==> config.mk <==
export PLATFORM = sky130hd
export DESIGN_NAME = dpef_error_flags
export DESIGN_NICKNAME = d
export VERILOG_FILES = /design/src/logic/dpef_pkg.sv /design/src/logic/dpef_sync.sv /design/src/logic/dpef_flag.sv /design/src/logic/dpef_error_flags.sv
export SDC_FILE = /design/constraint.sdc
export NUM_CORES = 1
export LEC_CHECK = 0
export BUFFER_PORTS_ARGS = -buffer_cell sky130_fd_sc_hd__buf_2
export CORE_MARGIN = 2
export CORE_UTILIZATION = 35
export DETAILED_ROUTE_END_ITERATION = 16
export PLACE_DENSITY = 0.57
export SYNTH_ARGS = -nofsm -noshare
export SYNTH_HDL_FRONTEND = slang
export SYNTH_SLANG_ARGS = --single-unit
export TNS_END_PERCENT = 30
==> constraint.sdc <==
create_clock -name clk_sys -period 2.1 [get_ports clk_sys]
set_clock_uncertainty 0.05 [all_clocks]
set_input_delay 0.21 -clock clk_sys [delete_from_list [all_inputs] [get_ports clk_sys]]
set_output_delay 0.21 -clock clk_sys [all_outputs]
set_load 0.01 [all_outputs]
==> src/logic/dpef_pkg.sv <==
/*
 * dpef_pkg: constants shared by the debug port error flag logic.
 * Assumes a single core clock domain; all users write dpef_pkg::name.
 */
package dpef_pkg;
    // bit positions in debug_status_low
    localparam int unsigned OVERRUN_BIT    = 4;
    localparam int unsigned NO_RESP_BIT    = 3;
    localparam int unsigned READ_INV_BIT   = 2;
    localparam int unsigned ILLEGAL_BIT    = 1;
    // value of the status byte after reset
    localparam logic [7:0]  STATUS_RESET   = 8'h00;
    // value of the host data register after reset
    localparam logic [7:0]  HOST_DATA_RESET = 8'h00;
    // filler byte for failed or illegal accesses
    localparam logic [7:0]  FILLER_BYTE    = 8'hEE;
    // free cycle search limit in core clock cycles
    localparam int unsigned CYCLE_SELECT_A_LIMIT    = 512;
    localparam int unsigned CYCLE_SELECT_A_CNT_W    = 10;
    localparam logic [9:0]  CYCLE_SELECT_A_CNT_ZERO = 10'h000;
    localparam logic [9:0]  CYCLE_SELECT_A_CNT_LAST = 10'(CYCLE_SELECT_A_LIMIT - 1);

    // access tracker states
    typedef enum logic [1:0] {
        DPEF_IDLE,
        DPEF_BUSY,
        DPEF_HOLD
    } dpef_acc_state_t;
endpackage

==> src/logic/dpef_sync.sv <==
/*
 * dpef_sync: two-stage synchroniser for a level from outside the clock domain.
 * Assumes clk_sys and asynchronous active-high rst.
 */
`timescale 1ns/1ps
module dpef_sync
(
    // clock and reset
    input  wire logic clk_sys,
    input  wire logic rst,
    // level
    input  wire logic asyncIn,
    output logic      syncOut
);
    logic stage1_ff;

    // first stage read only by the second
    always_ff @(posedge clk_sys or posedge rst)
    begin
        if (rst)
        begin
            stage1_ff <= 1'b0;
            syncOut   <= 1'b0;
        end
        else
        begin
            stage1_ff <= asyncIn;
            syncOut   <= stage1_ff;
        end
    end
endmodule

==> src/logic/dpef_flag.sv <==
/*
 * dpef_flag: one sticky status flag, set by hardware, cleared by a clear pulse.
 * Assumes set and clear pulses are on clk_sys; set wins over clear.
 */
`timescale 1ns/1ps
module dpef_flag
(
    // clock and reset
    input  wire logic clk_sys,
    input  wire logic rst,
    // control
    input  wire logic setPulse,
    input  wire logic clrPulse,
    output logic      flag_ff
);
    logic nxt_flag;

    // holds until cleared, set wins
    assign nxt_flag = setPulse | (flag_ff & ~clrPulse);

    always_ff @(posedge clk_sys or posedge rst)
    begin
        if (rst)
            flag_ff <= 1'b0;
        else
            flag_ff <= nxt_flag;
    end
endmodule

==> src/logic/dpef_error_flags.sv <==
/*
 * dpef_error_flags: error status of the single-wire debug controller.
 * Holds the overrun, no-response, read-invalid and illegal-access flags,
 * substitutes filler data and aborts failed internal accesses.
 * Assumes the wire decoder delivers one-cycle command events on clk_sys,
 * and the bus side reports access progress on clk_sys.  The wire pin and
 * the external wait input are asynchronous and synchronised here.
 */
`timescale 1ns/1ps
module dpef_error_flags
(
    // clock and reset
    input  wire logic       clk_sys,
    input  wire logic       rst,
    // debug wire pin and external wait (asynchronous)
    input  wire logic       debugWirePin,
    input  wire logic       externalWaitInput,
    // configuration from the controller
    input  wire logic       ackEnable,
    input  wire logic       cycleSelectA,
    input  wire logic       clockInStopSelect,
    input  wire logic       debugModeActive,
    // core mode status
    input  wire logic       stopMode,
    input  wire logic       waitMode,
    input  wire logic       waitReturning,
    // command events from the wire decoder
    input  wire logic       cmdStart,
    input  wire logic       cmdIsMemAccess,
    input  wire logic       cmdIsWrite,
    input  wire logic       cmdIsSamplePc,
    input  wire logic       cmdIsEnterDebug,
    input  wire logic       cmdIsCoreReg,
    input  wire logic       cmdIllegal,
    input  wire logic       resyncDone,
    input  wire logic       ackPending,
    input  wire logic       retrieveStart,
    // internal bus side
    input  wire logic       busFreeCycle,
    input  wire logic       busDone,
    input  wire logic       busEccError,
    input  wire logic [7:0] busReadData,
    output logic            busRequest,
    output logic            busAbort,
    output logic            enterDebugReq,
    // status register access
    input  wire logic       statusWrite,
    input  wire logic [7:0] statusWrData,
    output logic [7:0]      debugStatusLow,
    // data returned to the host
    input  wire logic       dataByteTake,
    output logic [7:0]      hostReadData_ff
);
    logic                         wirePinSync;
    logic                         extWaitSync;
    logic                         overrunFlag;
    logic                         noResponseFlag;
    logic                         readInvalidFlag;
    logic                         illegalAccessFlag;
    dpef_pkg::dpef_acc_state_t    accState_ff;
    dpef_pkg::dpef_acc_state_t    nxt_accState;
    logic [dpef_pkg::CYCLE_SELECT_A_CNT_W-1:0] stealCnt_ff;
    logic [dpef_pkg::CYCLE_SELECT_A_CNT_W-1:0] nxt_stealCnt;
    logic                         accIsWrite_ff;
    logic                         failSticky_ff;
    logic                         nxt_failSticky;
    logic                         enterPending_ff;
    logic                         nxt_enterPending;
    logic                         wirePrev_ff;
    logic                         accActive;
    logic                         memCmd;
    logic                         startAccess;
    logic                         overrunSet;
    logic                         stealTimeout;
    logic                         lateRetrieve;
    logic                         lateWrite;
    logic                         stopNoClock;
    logic                         waitEnterDebug;
    logic                         waitCoreReg;
    logic                         waitReturnCmd;
    logic                         noRespSet;
    logic                         wireFall;
    logic                         noAckMode;
    logic                         accBusy;
    logic                         accHold;
    logic                         readInvSet;
    logic                         illegalSet;
    logic                         clrNoResp;
    logic                         clrReadInv;
    logic                         clrIllegal;
    logic                         fillerNoResp;
    logic                         fillerIllegal;

    // write-one-to-clear hit on one status bit
    function automatic logic w1cHit
    (
        input logic        wr,
        input logic [7:0]  data,
        input int unsigned pos
    );
        return wr & data[pos];
    endfunction

    // synchronise asynchronous pin levels
    dpef_sync u_syncPin
    (
        .clk_sys (clk_sys),
        .rst     (rst),
        .asyncIn (debugWirePin),
        .syncOut (wirePinSync)
    );

    dpef_sync u_syncWait
    (
        .clk_sys (clk_sys),
        .rst     (rst),
        .asyncIn (externalWaitInput),
        .syncOut (extWaitSync)
    );

    // classify command and progress events
    assign accActive   = (accState_ff != dpef_pkg::DPEF_IDLE);
    assign memCmd      = cmdIsMemAccess | cmdIsSamplePc;
    assign wireFall    = wirePrev_ff & ~wirePinSync;
    assign noAckMode   = ~ackEnable | cycleSelectA;
    assign overrunSet  = (cmdStart & accActive)
                       | (ackEnable & ackPending & wireFall);
    // accesses start only when clean, legal and core clock is available
    assign stopNoClock = cmdStart & stopMode & ~clockInStopSelect & memCmd;
    assign startAccess = cmdStart & memCmd & ~overrunFlag & ~accActive
                       & ~cmdIllegal & ~stopNoClock;
    assign stealTimeout = accBusy
                        & ~busFreeCycle
                        & (stealCnt_ff == dpef_pkg::CYCLE_SELECT_A_CNT_LAST);
    assign lateRetrieve = noAckMode & retrieveStart & accActive & ~busDone;
    assign lateWrite    = noAckMode & cmdStart & accActive & accIsWrite_ff
                        & ~busDone;
    assign waitEnterDebug = cmdStart & cmdIsEnterDebug & waitMode;
    assign waitCoreReg    = cmdStart & cmdIsCoreReg & waitMode;
    assign waitReturnCmd  = cmdStart & waitReturning;
    assign noRespSet = stealTimeout | lateRetrieve | lateWrite | stopNoClock
                     | waitEnterDebug | waitCoreReg | waitReturnCmd;

    // status side decode: hardware sets, host clears by writing one
    assign accBusy       = (accState_ff == dpef_pkg::DPEF_BUSY);
    assign accHold       = (accState_ff == dpef_pkg::DPEF_HOLD);
    assign readInvSet    = accActive & busDone & ~accIsWrite_ff & busEccError;
    assign illegalSet    = cmdStart & cmdIllegal;
    assign clrNoResp     = w1cHit(statusWrite, statusWrData, dpef_pkg::NO_RESP_BIT);
    assign clrReadInv    = w1cHit(statusWrite, statusWrData, dpef_pkg::READ_INV_BIT);
    assign clrIllegal    = w1cHit(statusWrite, statusWrData, dpef_pkg::ILLEGAL_BIT);
    assign fillerNoResp  = failSticky_ff | noResponseFlag;
    assign fillerIllegal = illegalAccessFlag;

    // sticky status flags
    dpef_flag u_flagOverrun
    (
        .clk_sys  (clk_sys),
        .rst      (rst),
        .setPulse (overrunSet),
        .clrPulse (resyncDone),
        .flag_ff  (overrunFlag)
    );

    // no-response: many causes, host clears
    dpef_flag u_flagNoResp
    (
        .clk_sys  (clk_sys),
        .rst      (rst),
        .setPulse (noRespSet),
        .clrPulse (clrNoResp),
        .flag_ff  (noResponseFlag)
    );

    // read-invalid: ECC error on a debug read
    dpef_flag u_flagReadInv
    (
        .clk_sys  (clk_sys),
        .rst      (rst),
        .setPulse (readInvSet),
        .clrPulse (clrReadInv),
        .flag_ff  (readInvalidFlag)
    );

    // illegal access: refused command
    dpef_flag u_flagIllegal
    (
        .clk_sys  (clk_sys),
        .rst      (rst),
        .setPulse (illegalSet),
        .clrPulse (clrIllegal),
        .flag_ff  (illegalAccessFlag)
    );

    // status byte assembly, unused bits read zero
    always_comb
    begin
        debugStatusLow = dpef_pkg::STATUS_RESET;
        debugStatusLow[dpef_pkg::OVERRUN_BIT]  = overrunFlag;
        debugStatusLow[dpef_pkg::NO_RESP_BIT]  = noResponseFlag;
        debugStatusLow[dpef_pkg::READ_INV_BIT] = readInvalidFlag;
        debugStatusLow[dpef_pkg::ILLEGAL_BIT]  = illegalAccessFlag;
    end

    // access tracker: busy searches for a free cycle, hold waits out external wait
    always_comb
    begin
        nxt_accState = accState_ff;
        nxt_stealCnt = stealCnt_ff;
        unique case (accState_ff)
            dpef_pkg::DPEF_IDLE:
            begin
                nxt_stealCnt = dpef_pkg::CYCLE_SELECT_A_CNT_ZERO;
                if (startAccess)
                    nxt_accState = dpef_pkg::DPEF_BUSY;
            end
            dpef_pkg::DPEF_BUSY:
            begin
                if (busDone)
                    nxt_accState = dpef_pkg::DPEF_IDLE;
                else if (noRespSet)
                    nxt_accState = dpef_pkg::DPEF_HOLD;
                else if (!busFreeCycle)
                    nxt_stealCnt = stealCnt_ff + 10'h001;
            end
            dpef_pkg::DPEF_HOLD:
            begin
                if (busDone || !extWaitSync)
                    nxt_accState = dpef_pkg::DPEF_IDLE;
            end
        endcase
    end

    // abort fires when the hold ends without completion
    assign busAbort   = accHold & ~extWaitSync & ~busDone;
    assign busRequest = accBusy;

    // failure of the current access selects filler data
    assign nxt_failSticky = (startAccess | (cmdStart & ~memCmd)) ? 1'b0
                          : (failSticky_ff | noRespSet);

    // enter-debug request waits for wait mode to end
    assign nxt_enterPending = (enterPending_ff | waitEnterDebug) & waitMode;
    assign enterDebugReq    = (cmdStart & cmdIsEnterDebug & ~waitMode & ~overrunFlag)
                            | (enterPending_ff & ~waitMode);

    always_ff @(posedge clk_sys or posedge rst)
    begin
        if (rst)
        begin
            accState_ff     <= dpef_pkg::DPEF_IDLE;
            stealCnt_ff     <= dpef_pkg::CYCLE_SELECT_A_CNT_ZERO;
            accIsWrite_ff   <= 1'b0;
            failSticky_ff   <= 1'b0;
            enterPending_ff <= 1'b0;
            wirePrev_ff     <= 1'b0; // synced pin also resets low: no false fall
        end
        else
        begin
            accState_ff     <= nxt_accState;
            stealCnt_ff     <= nxt_stealCnt;
            accIsWrite_ff   <= startAccess ? cmdIsWrite : accIsWrite_ff;
            failSticky_ff   <= nxt_failSticky;
            enterPending_ff <= nxt_enterPending;
            wirePrev_ff     <= wirePinSync;
        end
    end

    // host data: filler for failed or illegal accesses, real data otherwise
    always_ff @(posedge clk_sys or posedge rst)
    begin
        if (rst)
            hostReadData_ff <= dpef_pkg::HOST_DATA_RESET;
        else if (dataByteTake)
        begin
            if (fillerNoResp)
                hostReadData_ff <= dpef_pkg::FILLER_BYTE;
            else if (fillerIllegal)
                hostReadData_ff <= dpef_pkg::FILLER_BYTE;
            else
                hostReadData_ff <= busReadData;
        end
    end
endmodule

======== Word level (Yosys, flattened, before mapping) ========
Index checks and enable logic that the tools add are counted.
storage, ports and cells
  register bits after elaboration ......... 32
  latch bits .............................. 0
  memory bits (writable) .................. 0
  bits in read-only memories .............. 0
  output and inout bits ................... 19
  memories kept ........................... 0
cells by class
  $add $sub $neg .......................... 1
  $mul .................................... 0
  divide/modulo/power cells ............... 0
  magnitude comparators ................... 0
  equality and inequality tests ........... 9
  shifts and indexed selects .............. 0
  mux-type cells .......................... 12
  bitwise logic cells ..................... 79
  reductions and logical operators ........ 7
operator list
  cell                                                                     count
  1-bit AND                                                                44
  10-bit two-way mux                                                       3
  10-bit one-hot mux with 2 select lines                                   1
  1-bit OR                                                                 18
  1-bit inverter                                                           17
  8-bit two-way mux                                                        2
  10-bit by 1-bit adder with 10-bit output (second input constant)         1
  10-bit by 9-bit equality test with 1-bit output (second input constant)  1
  2-bit two-way mux                                                        4
  2-bit != test (second input constant)                                    4
  2-bit one-hot mux with 3 select lines                                    1
  4-bit AND reduction                                                      1
  2-bit nonzero test                                                       2
  3-bit != test (second input constant)                                    1
  3-bit AND reduction                                                      1
  2-bit by 1-bit equality test with 1-bit output (second input constant)   1
  2-bit equality test (second input constant)                              1
  2-bit zero test                                                          1
  2-bit by 1-bit != test with 1-bit output (second input constant)         1
  1-bit zero test                                                          1
  1-bit logical OR                                                         1
  1-bit two-way mux                                                        1

======== Longest topological paths before layout ========
Gate-level depths: netlist of the first run.
  depth after elaboration ................. 14
  depth in mapped cells ................... 8
  depth with buffers taken out ............ 7

======== By module ========
From an unflattened synthesis of the first run, not the netlist that was laid out.
unflattened totals
  cells, all modules ...................... 169
  area total of the unflattened synthesis .. 1,645.3 µm²
modules (own cells, without submodules)
  module            instances  cells each  area an instance (µm²)  sequential area each (µm²)
  dpef_error_flags  1          147         1,377.6                 600.6
  dpef_flag         4          4           40.0                    25.0
  dpef_sync         2          3           53.8                    50.0

======== Worst setup path after synthesis of the first run ========
Ideal clock, no wire load.
  path kind ............................... register to register
  from .................................... register accState_ff[1]
  to ...................................... register stealCnt_ff[8] in the netlist's numbering
  library setup time ...................... 0.078 ns
  arrival time ............................ 1.768 ns
  data required time ...................... 1.972 ns
  setup slack ............................. 0.205 ns
  cell stages (with the launch flop) ...... 8
  cells stage by stage .................... dfrtp_1 -> inv_1 -> ha_1 -> and4bb_1 -> o211a_1 -> nand4_4 -> or3_1 -> a21oi_1
on the way
  word-level cells in the longest chain between the ends .. 11
RTL lines
  item                                              RTL line                 RTL
  start: declaration                                dpef_error_flags.sv:60   dpef_pkg::dpef_acc_state_t accState_ff;
  start signal: assignment                          dpef_error_flags.sv:251  accState_ff <= dpef_pkg::DPEF_IDLE;
  start signal: assignment                          dpef_error_flags.sv:260  accState_ff <= nxt_accState;
  2-bit by 1-bit equality test with 1-bit output *  dpef_error_flags.sv:145  assign accBusy = (accState_ff == dpef_pkg::DPEF_BUSY);
  net busRequest                                    dpef_error_flags.sv:43   output logic busRequest,
  1-bit AND                                         dpef_error_flags.sv:133  & ~busFreeCycle
  1-bit AND                                         dpef_error_flags.sv:134  & (stealCnt_ff == dpef_pkg::CYCLE_SELECT_A_CNT_LAST);
  1-bit OR (3 in a row)                             dpef_error_flags.sv:141  assign noRespSet = stealTimeout | lateRetrieve | lateWrite | stopNoClock
  1-bit OR (3 in a row)                             dpef_error_flags.sv:142  | waitEnterDebug | waitCoreReg | waitReturnCmd;
  2-bit != test (no source line)                    n/a
  4-bit AND reduction (no source line)              n/a
  end signal: assignment                            dpef_error_flags.sv:252  stealCnt_ff <= dpef_pkg::CYCLE_SELECT_A_CNT_ZERO;
  end signal: assignment                            dpef_error_flags.sv:261  stealCnt_ff <= nxt_stealCnt;
  end: declaration                                  dpef_error_flags.sv:62   logic [dpef_pkg::CYCLE_SELECT_A_CNT_W-1:0] stealCnt_ff;
Mark *: on every way through the listed nets, which the timed path passes. The rest lies on a longest branch.
A chain may end at the register's enable or synchronous reset.

======== Worst setup path after layout of the first run ========
  from .................................... register accState_ff[0]
  to ...................................... register accState_ff[0]
on the way
  word-level cells in the longest chain between the ends .. 11
RTL lines
  item                                                                                         RTL line
  2-bit by 1-bit equality test with 1-bit output / 2-bit nonzero test (equally long branches)  dpef_error_flags.sv:145, dpef_error_flags.sv:210, dpef_error_flags.sv:122
  1-bit AND (on tied branches)                                                                 dpef_error_flags.sv:133, dpef_error_flags.sv:135, dpef_error_flags.sv:136
  1-bit AND (on tied branches)                                                                 dpef_error_flags.sv:134, dpef_error_flags.sv:135, dpef_error_flags.sv:136
  1-bit OR / 1-bit AND (equally long branches)                                                 dpef_error_flags.sv:141, dpef_error_flags.sv:137
  1-bit OR (2 in a row)                                                                        dpef_error_flags.sv:141
  1-bit OR (3 in a row)                                                                        dpef_error_flags.sv:142
  3-bit != test (no source line)                                                               n/a
  3-bit AND reduction (no source line)                                                         n/a
Parallel ways exist; a longest one is shown, timed or not.

==> impl_metrics.csv, run 1 <==
group,metric,value,unit
global_routing,globalRouteOverflowTotal,0,
timing,hold_viol_final,0,
global_routing,antenna_found_initial,0,
global_routing,grt_pass1_wl,6.396,mm
timing,finalCritPeriodShare,92.37,%
global_routing,maximum_number_of_pins_on_one_net_before_global_route_repair,21,
synthesis,cells_after_synth,157,
placed_design,detailedPlacementHpwl,2.832,mm
critical_path,critPathMaxStageDelay,420,ps
power,p_int,1.307,mW
timing,final-max-slew-violation-count,0,
timing,timing.setup.tns,0,ps
hold_path,hold_path_class,"in2reg",
clock_tree,htree_levels,2,
synthesis,post_synth_edffs,0,
clock_tree,cts-root-to-sink-buffers,2,
clock_tree,clkLatencyLatePin,280,ps
floorplanning,fp.dieArea,0.005333,mm²
route,drt_first_pass_iters,4,
hold_path,worst_hold_path.num_cells,2,
critical_path,critical_path.endpoint_type,"register",
floorplanning,placementRows,25,
clock_tree,postcts_setup_bufs,0,
final_layout,area_delta_synth_final,27.53,%
synthesis,post_synth_instance_area,0.001668,mm²
final_layout,nets,261,
route,avgViaCountPerCell,4.974,
route,drc_errors,0,
critical_path,critical_path_arrival,2060,ps
clock_tree,tritoncts,"done",
synthesis,synth_area_leaders,"sky130_fd_sc_hd__dfrtp_1 48%, sky130_fd_sc_hd__buf_4 4.1%, sky130_fd_sc_hd__o22a_1 3.2%",
synthesis,post-synth-top-count-cell,"sky130_fd_sc_hd__dfrtp_1",
critical_path,setup_slack_of_the_worst_register_to_register_path,160,ps
synthesis,combinational_family_with_the_most_area_after_synthesis,"simple AND/OR/NAND/NOR gates",
critical_path,critical_path.max_fanout,8,
final_layout,layout-drive-gt1-share,34.72,%
synthesis,avgSynthCellArea,10.62,µm²
power,net-switching-power,615.1,µW
route,detail-route-antenna-nets,0,
timing,unrepaired_setup_endpoints_after_global_routing,"no",
critical_path,criticalPathCategory,"reg2reg",
synthesis,ys_seq_area_share,48.01,%
floorplanning,io_pins,61,
power,design_power_total,1.922,mW
route,number_of_drc_markers_after_the_initial_detailed_route_iteration,72,
critical_path,worstPathRequired,2220,ps
power,netSwitchingFraction,32.00,%
route,routed-via-count,1343,
clock_tree,worst_setup_hold_path_clk_slew,70,ps
run,maxCapViolations,0,
critical_path,critical_path.cell_chain,"inv_1 -> ha_1 -> or2_1 -> o32a_4 -> o211ai_4 -> buf_12 -> o21ai_2 -> mux2i_1",
floorplanning,starting_utilization_of_the_core_area,35.79,%
clock_tree,clock-sinks,32,
placed_design,io_buffers,50,
power,power_per_cell_area,903.7,mW/mm²
synthesis,synthXorXnorAreaFrac,1.050,%
floorplanning,placeableCoreArea,0.004661,mm²
power,power.share.sequential,38.7,%
critical_path,worst_path_max_delay_cell,"sky130_fd_sc_hd__o32a_4",
power,vdd.ir_drop.worst,0.3924,mV
route,post_drt_wl_per_cell,13.62,µm
synthesis,synth_top_area_share,48.01,%
clock_tree,tritoncts.num_buffers,5,
route,routed_wirelength,3.677,mm
synthesis,yosys-mux-area-fraction,3.076,%
timing,setup_violations,0,
timing,period_minus_ws_final,1940,ps
status,run_status,"completed",
synthesis,synth-adder-area-share,3.001,%
floorplanning,die_w,73.03,µm
synthesis,synth_top_flop_cell,"sky130_fd_sc_hd__dfrtp_1",
power,power_frac_comb,30.8,%
final_layout,antenna_cells,0,
placed_design,gp_congestion,0.7603,
synthesis,synthDistinctLibCells,51,
critical_path,start_kind,"register",
power,leakage,1.002,nW
synthesis,compound_gate_portion_of_the_synthesized_area,17.18,%
timing,max_freq,0.5155,GHz
synthesis,async_reset_ff_share,100.0,%
clock_tree,cts_root_buffer,"sky130_fd_sc_hd__clkbuf_8",
global_routing,grt_util_all_layers,15.89,%
synthesis,post_synth_and_or_nand_nor_area_fraction,19.50,%
power,power_frac_clock,30.5,%
synthesis,ys_warn_count,0,
floorplanning,dieHeight,73.03,µm
global_routing,grt_pass1_vias,1379,
synthesis,yosys-top-cells-count,"32 x sky130_fd_sc_hd__dfrtp_1, 12 x sky130_fd_sc_hd__inv_1, 12 x sky130_fd_sc_hd__nand2_1",
critical_path,reg2regPathDepth,8,
synthesis,synth_largest_area_cell,"sky130_fd_sc_hd__dfrtp_1",
synthesis,postSynthRegisterBits,32,
critical path: cells and delay by family (launching register included):
family | cells | cell delay [ps]
AOI/OAI and AO/OA | 3 | 610
DFF | 1 | 350
and+or+nand+nor | 1 | 240
buffers and inverters | 2 | 230
adders and majority gates | 1 | 210
muxes | 1 | 120
power by group through the flow:
stage	Combinational [mW]	Clock (mW)	Sequential [mW]
after floorplan	0.386	0	0.754
after global placement	0.583	0	0.754
after detailed placement	0.587	0	0.754
after CTS	0.593	0.598	0.745
after global routing	0.669	0.628	0.755
final	0.593	0.586	0.744
logic make-up after synthesis:
family / count (synthesis)
compound gates: 38
flops: 32
simple gates: 51
other cells: 1
xor+xnor: 2
mux: 5
fa+ha+maj: 4
buf+inv: 24
through the flow:
step | std cells | hold WS, ps | setup slack (ps) | util, % | area (µm²)
after CTS | 270 | 75.27 | 127.4 | 45.32 | 2112
after detailed placement | 259 | 208.3 | 140.6 | 42.36 | 1974
final | 270 | 81.06 | 160.2 | 45.64 | 2127
after global placement | 259 | 201.8 | 146.2 | 42.36 | 1974
after global routing | 270 | 78.41 | 27.86 | 45.64 | 2127
after floorplan | 160 | 191.4 | 204.9 | - | 1679
cells in the final DEF, fill, tap and decap left out, drive strengths merged, types with 2 or more instances in the layout:
cell and instances:
conb 4, nand2 12, and4 2, o21ai 7, buf 57, or3 2
nor2b 2, or4 2, clkbuf 6, ha 4, a21oi 7, mux2i 4
inv 12, nand2b 2, o22a 6, xor2 2, dlygate4sd3 3, nand3 3
o22ai 2, nor3 2, dfrtp 32, o31ai 2, o211ai 3, and2 2
nand4 5, a31oi 3, nor2 9
timing repair:
action,in CTS,in global routing
hold buffers,3,0
resized for setup,0,2
setup endpoints to repair,0,2
endpoints found under the hold margin,14,0
layer usage:
layer	global-route usage [%]	share of wire [%]	up-vias
met5	0	0	-
li1	-	-	669
met3	3.453	5.8	7
met1	21.12	47	626
met4	6.173	1.6	0
met2	25.23	45	41
cell type report:
type,instances,area [µm²]
fillers,435,2534
inverters,12,45.04
clock buffers,6,72.57
flip-flops and latches,32,800.8
repair buffers,60,345.3
multi-input cells,104,760.7
well taps,54,67.56
clock inverters,2,35.03
path summary, 6_finish.rpt:
path / startpoint / end
worst max-delay path: accState_ff[0] / accState_ff[0]
max in group asynchronous: rst / stealCnt_ff[2]
worst min register to register: u_syncPin.stage1_ff / u_syncPin.syncOut
min in group asynchronous: rst / u_syncWait.stage1_ff
worst min-delay path: busReadData[5] / hostReadData_ff[5]
worst max register to register: accState_ff[0] / accState_ff[0]
flip-flops by register name, indices dropped and copies added (netlist names):
register and flops:
u_syncPin.syncOut 1, failSticky_ff 1, hostReadData_ff 8, u_flagReadInv.flag_ff 1, u_syncPin.stage1_ff 1, u_syncWait.stage1_ff 1
u_flagNoResp.flag_ff 1, wirePrev_ff 1, u_flagIllegal.flag_ff 1, stealCnt_ff 10, u_flagOverrun.flag_ff 1, enterPending_ff 1
accIsWrite_ff 1, accState_ff 2, u_syncWait.syncOut 1
No activity file was read; power rests on OpenSTA's default activity.
==> run 2, diff against run 1 <==
--- a/config.mk
+++ b/config.mk
@@ -10,6 +10,7 @@
 export CORE_UTILIZATION = 35
 export DETAILED_ROUTE_END_ITERATION = 16
 export PLACE_DENSITY = 0.57
+export REMOVE_ABC_BUFFERS = 1
 export SYNTH_ARGS = -nofsm -noshare
 export SYNTH_HDL_FRONTEND = slang
 export SYNTH_SLANG_ARGS = --single-unit
==> run 2 against run 1 <==
Net effect:
- power decreased by 4.6%
- register-to-register slack got worse by 30 ps
- first-iteration DRC count decreased by 64%
- critical path depth decreased by 1
- via count decreased by 0.45%
- global-route usage decreased by 0.093 points
- critical endpoint is now stealCnt_ff[8]
- largest cell class unchanged
==> impl_metrics.csv, run 2 (synthesis gave the netlist of run 1 again) <==
group,metric,value,unit
global_routing,globalRouteOverflowTotal,0,
timing,period_minus_ws_final,1974,ps
critical_path,reg2regPathDepth,7,
final_layout,top_regs,"stealCnt_ff: 10 flops, hostReadData_ff: 8 flops, accState_ff: 2 flops",
clock_tree,cts_root_buffer,"sky130_fd_sc_hd__clkbuf_8",
power,power.share.sequential,41.2,%
power,leakage,1.001,nW
power,power_frac_clock,28.2,%
final_layout,stdcell_count,271,
clock_tree,cts-root-to-sink-buffers,2,
hold_path,worst_hold_path.endpoint,"hostReadData_ff[2]",
route,drc_errors,0,
placed_design,dp_cells,261,
critical_path,critical_path.max_fanout,5,
timing,max_freq,0.5065,GHz
route,detail-route-antenna-nets,0,
floorplanning,starting_utilization_of_the_core_area,35.79,%
placed_design,pre_cts_slack,134.9,ps
critical_path,worstPathRequired,2260,ps
final_layout,final_core_utilization,45.13,%
timing,fin_ws,125.7,ps
timing,timing.setup.tns,0,ps
placed_design,io_buffers,50,
critical_path,criticalPathCategory,"reg2reg",
route,post_drt_wl_per_cell,13.50,µm
global_routing,grt_util_all_layers,15.80,%
critical_path,worst_r2r_endpoint,"stealCnt_ff[8]",
final_layout,final_area,0.002103,mm²
floorplanning,die_w,73.03,µm
final_layout,largest_register_ffs,10,
timing,fin_hold_ws,87.60,ps
global_routing,antenna_found_initial,0,
final_layout,layout.cells.most_common_list,"50 x sky130_fd_sc_hd__buf_2, 32 x sky130_fd_sc_hd__dfrtp_1, 12 x sky130_fd_sc_hd__nand2_1, 12 x sky130_fd_sc_hd__inv_1",
placed_design,gp_congestion,0.8063,
power,netSwitchingFraction,32.31,%
timing,final-max-slew-violation-count,0,
hold_path,worst_hold_path.num_cells,2,
placed_design,detailedPlacementHpwl,2.758,mm
global_routing,grt_pass1_wl,6.375,mm
route,drt_first_pass_iters,4,
critical_path,setup_slack_of_the_worst_register_to_register_path,130,ps
power,power_frac_comb,30.6,%
clock_tree,tritoncts,"done",
critical_path,critical_path_arrival,2140,ps
floorplanning,fp.dieArea,0.005333,mm²
clock_tree,tritoncts.num_buffers,5,
floorplanning,dieHeight,73.03,µm
final_layout,nets,263,
route,number_of_drc_markers_after_the_initial_detailed_route_iteration,26,
power,p_int,1.242,mW
critical_path,start_kind,"register",
placed_design,dpl-instance-area,0.001977,mm²
clock_tree,worst_setup_hold_path_clk_slew,70,ps
power,vdd.ir_drop.worst,0.3539,mV
power,power_per_cell_area,872.1,mW/mm²
global_routing,maximum_number_of_pins_on_one_net_before_global_route_repair,33,
floorplanning,placeableCoreArea,0.004661,mm²
power,design_power_total,1.834,mW
hold_path,hold_path_class,"in2reg",
floorplanning,io_pins,61,
timing,setup_violations,0,
global_routing,grt_pass1_vias,1341,
floorplanning,placementRows,25,
final_layout,mostFrequentLayoutCell,"sky130_fd_sc_hd__buf_2",
final_layout,largest_register,"stealCnt_ff",
critical_path,crit-reg2reg-launch,"accState_ff[1]",
clock_tree,clock-sinks,32,
clock_tree,postcts_setup_bufs,0,
final_layout,antenna_cells,0,
timing,finalCritPeriodShare,94.01,%
timing,hold_viol_final,0,
run,maxCapViolations,0,
power,net-switching-power,592.6,µW
final_layout,layout-drive-gt1-share,35.48,%
final_layout,area_delta_synth_final,26.11,%
hold_path,hold_path.startpoint,"busReadData[2]",
route,avgViaCountPerCell,4.934,
status,run_status,"completed",
route,routed_wirelength,3.658,mm
route,routed-via-count,1337,
clock_tree,clkLatencyLatePin,280,ps
timing,unrepaired_setup_endpoints_after_global_routing,"no",
clock_tree,htree_levels,2,
critical_path,critical_path.endpoint_type,"register",
## run 2: worst max-delay path: stages, from the launching register on
cell,delay [ps]
sky130_fd_sc_hd__dfrtp_1,400
sky130_fd_sc_hd__inv_1,80
sky130_fd_sc_hd__ha_1,230
sky130_fd_sc_hd__and4bb_1,260
sky130_fd_sc_hd__o211a_1,240
sky130_fd_sc_hd__nand4_4,140
sky130_fd_sc_hd__or3_1,360
sky130_fd_sc_hd__a21oi_1,140
## run 2: how the worst max path moves through the flow
stage | from | endpoint | slack (ps) | cells past startpoint
after global routing | accState_ff[1] | stealCnt_ff[9] | 20 | 8
after detailed placement | accState_ff[1] | stealCnt_ff[8] | 130 | 7
after CTS | accState_ff[1] | stealCnt_ff[8] | 120 | 7
after floorplan | accState_ff[0] | stealCnt_ff[9] | 150 | 7
after global placement | accState_ff[0] | stealCnt_ff[1] | 140 | 8
final | accState_ff[1] | stealCnt_ff[8] | 130 | 7
## run 2: power by group through the flow
stage	logic, mW	clock network (mW)	registers, mW
after floorplan	0.320	0	0.768
after global placement	0.564	0	0.766
after detailed placement	0.568	0	0.768
after CTS	0.574	0.540	0.757
after global routing	0.630	0.572	0.770
final	0.562	0.517	0.756
## run 2: layer usage
layer	track usage, %	wire length, µm	up-vias
met4	5.556	55	0
li1	-	-	671
met2	23.32	1682	43
met5	0	0	-
met1	21.74	1704	617
met3	5.110	216	6
## run 2: area by class of cell
class / instances / area [µm²]
fill: 452 / 2557
clock buffer: 7 / 96.34
tap: 54 / 67.56
sequential: 32 / 800.8
timing repair buffer: 62 / 347.8
inverter: 12 / 45.04
multi-input combinational: 104 / 745.7
## run 2: repair_timing
item                                    4_1_cts  5_1_grt
endpoints found under the hold margin        34        0
resized for setup                             0        0
endpoints found under the setup margin        0        0
hold buffers                                  3        0
